--- src/shared/pcg_defines.vh ---
`ifndef PCG_DEFINES_VH
`define PCG_DEFINES_VH

// byte offsets of the gating registers inside the peripheral window
`define PCG_OFS_ENABLE 12'h050
`define PCG_OFS_DISABLE 12'h054
`define PCG_OFS_STATUS 12'h058

// low address bits compared against the offsets above
`define PCG_OFS_W 12

// field positions shared by the enable, disable and status words
`define PCG_BIT_IO_BLOCK 0
`define PCG_BIT_FUNC 1
`define PCG_NUM_GATES 2

// state of each gated clock after reset (1 = running)
`define PCG_RST_IO_BLOCK 1'b0
`define PCG_RST_FUNC 1'b0

// default width of the peripheral window address (16 kbyte window)
`define PCG_ADDR_W 14

// apb transfer timing: one setup cycle then one access cycle
`define PCG_ACCESS_CYCLES 1

`endif

--- src/pcg_clock_gating.v ---
// Summary of operation
// - enable word write switches selected clocks on
// - disable word write switches selected clocks off
// - status word reads current clock states
// - bit 0 is pin block clock
// - bit 1 is function logic clock
// - disabled clock stops immediately, no draining
// - re-enabled logic resumes without any reset
// - interrupt clock stops only when both off
// - gating present only in listed peripheral kinds
//
// The APB interface to the registers was chosen for this implementation.
`timescale 1ns/1ps
`include "pcg_defines.vh"

module pcg_clock_gating #(
   parameter GATE_PRESENT = 1,
   parameter ADDR_W = `PCG_ADDR_W
) (
   input wire pclk,
   input wire presetn,
   input wire ce,
   input wire psel,
   input wire penable,
   input wire pwrite,
   input wire [ADDR_W-1:0] paddr,
   input wire [31:0] pwdata,
   input wire [3:0] pstrb,
   output reg [31:0] prdata,
   output reg pready,
   output reg pslverr,
   output reg parallel_io_block_clk_en,
   output reg func_clk_en,
   output reg irq_clk_en
);

   ////////////////////////////////////////////////////////////////////////////////
   // address decode

   wire [`PCG_OFS_W-1:0] ofs;
   wire hit_enable;
   wire hit_disable;
   wire hit_status;
   wire word_aligned;
   wire upper_zero;
   wire mapped;

   // the window above the low offset bits must be zero for a hit
   assign ofs = paddr[`PCG_OFS_W-1:0];
   assign word_aligned = (paddr[1:0] == 2'h0);
   generate
      if (ADDR_W > `PCG_OFS_W) begin : g_upper
         assign upper_zero = (paddr[ADDR_W-1:`PCG_OFS_W] == {(ADDR_W-`PCG_OFS_W){1'b0}});
      end else begin : g_no_upper
         assign upper_zero = 1'b1;
      end
   endgenerate

   // a peripheral without a gating block decodes none of the three words
   assign hit_enable = (GATE_PRESENT != 0) && upper_zero && (ofs == `PCG_OFS_ENABLE);
   assign hit_disable = (GATE_PRESENT != 0) && upper_zero && (ofs == `PCG_OFS_DISABLE);
   assign hit_status = (GATE_PRESENT != 0) && upper_zero && (ofs == `PCG_OFS_STATUS);
   assign mapped = word_aligned && (hit_enable || hit_disable || hit_status);

   ////////////////////////////////////////////////////////////////////////////////
   // apb phase tracking

   wire setup_phase;
   wire access_done;
   wire wr_done;
   wire wr_ok;

   // setup is the first cycle of a transfer; the access completes on our pready
   assign setup_phase = psel && !penable;
   assign access_done = psel && penable && pready;
   assign wr_done = access_done && pwrite;
   // errored writes have no effect; lane 0 carries both gate bits
   assign wr_ok = wr_done && !pslverr && pstrb[0];

   ////////////////////////////////////////////////////////////////////////////////
   // command decode

   wire [`PCG_NUM_GATES-1:0] wr_bits;
   wire [`PCG_NUM_GATES-1:0] set_req;
   wire [`PCG_NUM_GATES-1:0] clr_req;

   // only ones act; zeros in a command word leave the clock alone
   assign wr_bits = pwdata[`PCG_NUM_GATES-1:0];
   assign set_req = (wr_ok && hit_enable) ? wr_bits : {`PCG_NUM_GATES{1'b0}};
   assign clr_req = (wr_ok && hit_disable) ? wr_bits : {`PCG_NUM_GATES{1'b0}};

   ////////////////////////////////////////////////////////////////////////////////
   // gate state bits

   wire iob_nxt;
   wire func_nxt;
   wire iob_state;
   wire func_state;

   generate
      if (GATE_PRESENT != 0) begin : g_gates
         // pin block clock
         pcg_gate_bit #(
            .RST_VAL(`PCG_RST_IO_BLOCK)
         ) u_iob (
            .pclk(pclk),
            .presetn(presetn),
            .ce(ce),
            .set_req(set_req[`PCG_BIT_IO_BLOCK]),
            .clr_req(clr_req[`PCG_BIT_IO_BLOCK]),
            .state_nxt(iob_nxt),
            .state_r(iob_state)
         );

         // function logic clock
         pcg_gate_bit #(
            .RST_VAL(`PCG_RST_FUNC)
         ) u_func (
            .pclk(pclk),
            .presetn(presetn),
            .ce(ce),
            .set_req(set_req[`PCG_BIT_FUNC]),
            .clr_req(clr_req[`PCG_BIT_FUNC]),
            .state_nxt(func_nxt),
            .state_r(func_state)
         );
      end else begin : g_no_gates
         // without a gating block both clocks simply run
         assign iob_nxt = 1'b1;
         assign func_nxt = 1'b1;
         assign iob_state = 1'b1;
         assign func_state = 1'b1;
      end
   endgenerate

   ////////////////////////////////////////////////////////////////////////////////
   // clock enable outputs

   // enables load from the next-state values so a stop lands on the very edge
   // that completes the disable write; no drain counter is kept on purpose
   always @(posedge pclk or negedge presetn) begin
      if (!presetn) begin
         parallel_io_block_clk_en <= (GATE_PRESENT != 0) ? `PCG_RST_IO_BLOCK : 1'b1;
         func_clk_en <= (GATE_PRESENT != 0) ? `PCG_RST_FUNC : 1'b1;
         irq_clk_en <= (GATE_PRESENT != 0) ? (`PCG_RST_IO_BLOCK | `PCG_RST_FUNC) : 1'b1;
      end else if (ce) begin
         parallel_io_block_clk_en <= iob_nxt;
         func_clk_en <= func_nxt;
         // shared interrupt logic keeps running while either side is on
         irq_clk_en <= iob_nxt | func_nxt;
      end
   end

   // gated logic downstream is never reset from here; it simply resumes
   // when its enable returns, which is why no reset output exists at all

   ////////////////////////////////////////////////////////////////////////////////
   // read data

   reg [31:0] rd_word;

   // command words are write-only and read zero; unused status bits are zero
   always @* begin
      rd_word = 32'h0000_0000;
      if (hit_status && word_aligned) begin
         rd_word[`PCG_BIT_IO_BLOCK] = iob_state;
         rd_word[`PCG_BIT_FUNC] = func_state;
      end
   end

   ////////////////////////////////////////////////////////////////////////////////
   // apb response

   // answers are registered in setup so every bus output comes from a flop;
   // the cost is one fixed wait-free access cycle after each setup
   always @(posedge pclk or negedge presetn) begin
      if (!presetn) begin
         pready <= 1'b0;
         pslverr <= 1'b0;
         prdata <= 32'h0000_0000;
      end else if (ce) begin
         if (setup_phase) begin
            pready <= 1'b1;
            // unmapped offsets and writes to the status word are errors
            pslverr <= !mapped || (pwrite && hit_status);
            prdata <= pwrite ? 32'h0000_0000 : rd_word;
         end else if (access_done) begin
            pready <= 1'b0;
            pslverr <= 1'b0;
            prdata <= 32'h0000_0000;
         end
      end
   end

endmodule // pcg_clock_gating

--- src/pcg_gate_bit.v ---
`timescale 1ns/1ps
`include "pcg_defines.vh"

// one set/clear state bit for a single gated clock
module pcg_gate_bit #(
   parameter RST_VAL = 1'b0
) (
   input wire pclk,
   input wire presetn,
   input wire ce,
   input wire set_req,
   input wire clr_req,
   output wire state_nxt,
   output reg state_r
);

   // set and clear come from different registers and never meet in one cycle;
   // if they ever did, set wins so that a clock is not stopped by accident
   assign state_nxt = set_req ? 1'b1 : (clr_req ? 1'b0 : state_r);

   // no reinitialisation on re-enable: the bit only flips, nothing downstream is reset
   always @(posedge pclk or negedge presetn) begin
      if (!presetn) begin
         state_r <= RST_VAL;
      end else if (ce) begin
         state_r <= state_nxt;
      end
   end

endmodule // pcg_gate_bit

--- config.mk ---
export PLATFORM = sky130hd
export DESIGN_NAME = pcg_clock_gating
export DESIGN_NICKNAME = d
export VERILOG_FILES = /design/src/pcg_clock_gating.v /design/src/pcg_gate_bit.v
export VERILOG_INCLUDE_DIRS = /design/src /design/src/shared
export SDC_FILE = /design/constraint.sdc
export NUM_CORES = 1
export LEC_CHECK = 0
export ABC_AREA = 0
export BUFFER_PORTS_ARGS = -buffer_cell sky130_fd_sc_hd__buf_2
export CAP_MARGIN = 20
export CORE_MARGIN = 3
export CORE_UTILIZATION = 31
export DETAILED_ROUTE_END_ITERATION = 7
export PLACE_DENSITY = 0.82
export SYNTH_ARGS = -nofsm -noshare
export SYNTH_HDL_FRONTEND = slang
export SYNTH_SLANG_ARGS = --single-unit
--- constraint.sdc ---
create_clock -name pclk -period 2.05 [get_ports pclk]
set_input_delay 0.205 -clock pclk [delete_from_list [all_inputs] [get_ports pclk]]
set_output_delay 0.205 -clock pclk [all_outputs]
set_load 0.01 [all_outputs]
## Yosys cells after proc, flatten, opt, wreduce, memory -nomap -nowiden

Index checks and enable logic that the tools add are counted.

- Equality and inequality tests: 3
- Multiplexer cells: 13
- Bitwise logic cells: 1
- Reductions and logical operators: 24

Operator list:

| kind | count |
|---|---|
| 2-to-1 mux 32 bit | 2 |
| == test 12 x 7 -> 1 bit (second input constant) | 3 |
| logical AND 1 bit | 14 |
| 2-to-1 mux 2 bit | 4 |
| 2-to-1 mux 1 bit | 7 |
| zero test 2 bit | 2 |
| zero test 1 bit | 3 |
| logical OR 1 bit | 3 |
| AND reduction 2 bit | 1 |
| nonzero test 2 bit | 1 |
| OR 1 bit | 1 |

- Register bits after elaboration: 37
- Input port bits: 56
- Output and inout port bits: 37
- Logic and storage cells: 47

## Depth between registers and ports, before layout

- Depth in word-level cells: 10
- Depth in mapped cells: 5

## By module

Synthesis repeated with hierarchy kept, for this count alone.

- Cells, all modules: 81
- Area total of the unflattened synthesis: 747.0 µm²

By module, submodules not included:

| module | instances | cells an instance | area each (µm²) | seq. area each (µm²) |
|---|---|---|---|---|
| pcg_clock_gating | 1 | 71 | 649.4 | 175.2 |
| pcg_gate_bit | 2 | 5 | 48.8 | 25.0 |

## Least setup slack after synthesis

No wires, ideal clock.

- Path kind: flip-flop to flip-flop
- From: reg pslverr
- To: reg irq_clk_en
- Setup time: 130 ps
- Data arrival time: 1,201 ps
- Setup slack: 718 ps
- Stages on the path, launching flop included: 6
- Buffers on the path: 0
- Clock period less this slack: 1,332 ps
- Cell sequence: dfrtp_1 -> nand4b_1 -> nor3_4 -> nand3_2 -> mux2i_1 -> a31oi_1

- Cells in the longest elaborated chain, start to end: 8
- Elaborated cells between the ends (all ways): 12
- Those cells by class: 6 x mux; 1 x bitwise; 5 x reduce/logical

RTL lines:

| item | RTL line | source |
|---|---|---|
| from (decl) | pcg_clock_gating.v:31 | `output reg pslverr,` |
| from (signal assigned) | pcg_clock_gating.v:185 | `pslverr <= !mapped \|\| (pwrite && hit_status);` |
| zero test 1 bit * | pcg_clock_gating.v:78 | `assign wr_ok = wr_done && !pslverr && pstrb[0];` |
| logical AND 1 bit * (2 in series) | pcg_clock_gating.v:78 |  |
| logical AND 1 bit | pcg_clock_gating.v:90 | `` assign clr_req = (wr_ok && hit_disable) ? wr_bits : {`PCG_NUM_GATES{1'b0}}; `` |
| 2-to-1 mux 2 bit | pcg_clock_gating.v:90 |  |
| 2-to-1 mux 1 bit (2 in series) | pcg_gate_bit.v:19 | `assign state_nxt = set_req ? 1'b1 : (clr_req ? 1'b0 : state_r);` |
| OR 1 bit * | pcg_clock_gating.v:150 | `irq_clk_en <= iob_nxt \| func_nxt;` |
| to (signal assigned) | pcg_clock_gating.v:145 | `` irq_clk_en <= (GATE_PRESENT != 0) ? (`PCG_RST_IO_BLOCK \| `PCG_RST_FUNC) : 1'b1; `` |
| to (signal assigned) | pcg_clock_gating.v:150 |  |
| to (decl) | pcg_clock_gating.v:34 | `output reg irq_clk_en` |

Mark *: on every way between the ends. The rest lies on a longest branch, timed or not.
A chain may end at the register's enable or synchronous reset.

## Final worst setup path

Ends and elaborated chain as after synthesis.

==> metrics.md <==
| Metric | Value |
|---|---|
| Mapped Cells | `about 70` |
| Synth top area share | `0.356` |
| Reg-to-reg startpoint | `pslverr` |
| Status | `finished clean` |
| Lkg Pwr | `around 0.00041 uW` |
| CP max stage cell | `dfrtp_1` |
| Arr. time, crit path | `roughly 1.6 ns` |
| Setup violators final | `0` |
| Worst Setup SP | `pslverr` |
| CTS tree | `yes` |
| Min-Delay Path Class | `primary input to register` |
| Max Slew Vio Count | `0` |
| Placed Area | `around 690 sq um` |
| Yosys warning count | `0` |
| Detailed placement HPWL | `approximately 1.2 mm` |
| Vias | `approximately 520` |
| Clock Tree Root | `clkbuf_4` |
| Initial Util | `0.348` |
| Register area | `~180 sq um` |
| Tcrit/Tclk final | `0.704` |
| Min Tclk post-route | `between 1 and 1.5 ns` |
| Commonest non-fill, non-tap cell in the layout | `conb_1` |
| Initial antenna violation count | `0` |
| PortBufs | `29` |
| Nets | `159` |
| Die footprint | `~0.0026 sq mm` |
| Kind of end point of the critical path | `register` |
| CP top delay family | `simple AND/OR/NAND/NOR gates` |
| 1st-iter DRT viols | `11` |
| Fin Setup TNS | `0 ns` |
| Most frequent cells in the layout | `conb_1, buf_2, dfrtp_1` |
| GR Util All Layers | `0.102` |
| Peak supply drop | `between 0.2 and 0.25 mV` |
| PwrDens | `between 500 and 600 mW/mm^2` |
| DRC | `0` |
| Final ANT Viol Nets | `0` |
| I/O pins | `93` |
| Clock Tree Buf Depth | `2` |
| Multi-input logic area | `approximately 330 sq um` |
| Netlist Area Pre-Place | `about 630 sq um` |
| FILL cells | `203` |
| CP cell instances | `nand4b_1, nor3_4, nand3_2, mux2i_1, a31oi_1` |
| 1st-pass router iterations | `4` |
| Crit path max fanout | `3` |
| Overflow after GRT | `0` |
| Clock Sinks | `7` |
| Hold_sp | `paddr[2]` |
| Worst path required time | `about 2.2 ns` |
| First-pass GRT wire length | `between 1.5 and 2 mm` |
| Final WL | `1.25 mm` |
| Clock Latency Late Sink | `roughly 0.25 ns` |
| Die Y | `around 51 microns` |
| CP startpoint kind | `register` |
| Number of global-route vias before repair | `490` |
| Synth Area per Inst | `approximately 9.2 sq um` |
| Worst path buffer plus inverter count | `0` |
| Finished Cell Area | `~730 sq um` |
| Core box area | `between 0.0015 and 0.002 sq mm` |
| CTS buffer count | `3` |
| Clk slew on worst S/H paths | `roughly 0.050 ns` |
| Fraction of layout cells with a size suffix above 1 | `0.373` |
| Max incr delay on CP | `0.39 ns` |
| Largest area contributor in the netlist | `buf_4` |
| Max frequency | `a little under 700 MHz` |
| H-tree depth | `1` |
| #FFs+latches synth | `7` |
| Setup Fix Bufs, Post-CTS | `0` |
| Max_cap viols | `0` |
| Row cnt | `15` |
| Area grow syn2layout | `15.2%` |
| Area contributors post-synth | `buf_4, dfrtp_1, nor4b_2` |
| Antenna diodes | `0` |
| WL/cell | `just under 10 microns` |
| Vias per cell | `4.09` |
| Clock Skews | `approximately 0.0043 ns` |
| Die Wd | `around 51 microns` |
| GP Congestion | `slightly above 0.7` |
| PostCTS Resize Cnt | `0` |
| Yosys cell types | `21` |
| Largest net degree at the start of global routing | `8` |
| CP Class | `register to register` |
| RSZ-0062 raised after global routing | `no` |
| Sequential area share after synthesis | `0.277` |
| Final hold violations | `0` |
[layer usage]
metal | vias up | GRT usage | wire length, microns | part of all wire
met2 | 49 | 0.172 | 580 | 0.46
met5 | - | 0 | 0 | 0
met4 | 0 | 0.0404 | 16 | 0.013
li1 | 241 | - | - | -
met1 | 226 | 0.106 | 435 | 0.35
met3 | 3 | 0.0525 | 218 | 0.17
[metrics by stage]
step           setup slack, ns  power, uW  cells  hold slack (ns)  utilization
2_1_floorplan            0.718        257     98          -0.0906            -
3_3_place_gp             0.680        258    122           0.0387        0.381
3_5_place_dp             0.605        263    122           0.0423        0.381
4_1_cts                  0.593        390    127            0.195        0.401
5_1_grt                  0.468        412    127            0.206        0.401
6_report                 0.607        388    127            0.201        0.401
[sequential cells by signal, indices dropped and copies added, names as in the netlist]
register / cells
prdata: 2
irq_clk_en: 1
g_gates.u_iob.state_r: 1
pslverr: 1
pready: 1
g_gates.u_func.state_r: 1
[repair_timing]
action,CTS,global route
endpoints found under the hold margin,7,0
setup endpoints to repair,0,0
hold buffers,1,0
[worst paths after layout]
kind / end / slack (ns) / cells past startpoint
max in group asynchronous: g_gates.u_iob.state_r / 1.58 / 2
min in group asynchronous: pready / 0.31 / 2
max: irq_clk_en / 0.61 / 5
min reg2reg: prdata[0] / 0.50 / 1
min: g_gates.u_func.state_r / 0.20 / 2
max reg2reg: irq_clk_en / 0.61 / 5
[synthesized netlist by cell type]
library cell  instances
a31oi_1               1
buf_4                30
nand3_2               1
nand4_1               1
a21oi_1               1
a21o_1                2
mux2i_1               2
nor4b_2               2
conb_1                1
nor4_2                1
a22o_1                3
and4_1                1
nor2_1                4
nand4b_1              1
inv_1                 2
nor3_4                1
dfrtp_1               7
nand3_1               1
and3_4                1
o21ai_0               2
nand2_1               4
[worst reg2reg max path: cells and delay by family, from the launching register on]
kind / cells / cell delay [ns]
mux: 1 / 0.21
flops: 1 / 0.39
compound gates: 1 / 0.11
simple gates: 3 / 0.60
[cell type report]
class | instances | share of cell area
Tap cell | 25 | 0.0429
Inverter | 2 | 0.0103
Multi-Input combinational cell | 59 | 0.458
Timing Repair Buffer | 30 | 0.213
Clock buffer | 4 | 0.0360
Sequential cell | 7 | 0.240
[report_power, final]
group	internal (uW)	switching [uW]	leakage [uW]	total [uW]
combinational	38.4	62.7	0.000309	101
clock	74.4	51.9	0.0000150	126
sequential	151	9.62	0.0000859	160
[cells by family after synthesis]
group | count (synthesis) | synth area share
flops | 7 | 0.277
compound gates | 9 | 0.0988
other cells | 1 | 0.00592
simple gates | 18 | 0.219
mux | 2 | 0.0316
buf+inv | 32 | 0.368
Power figures use the tool's default switching activity.
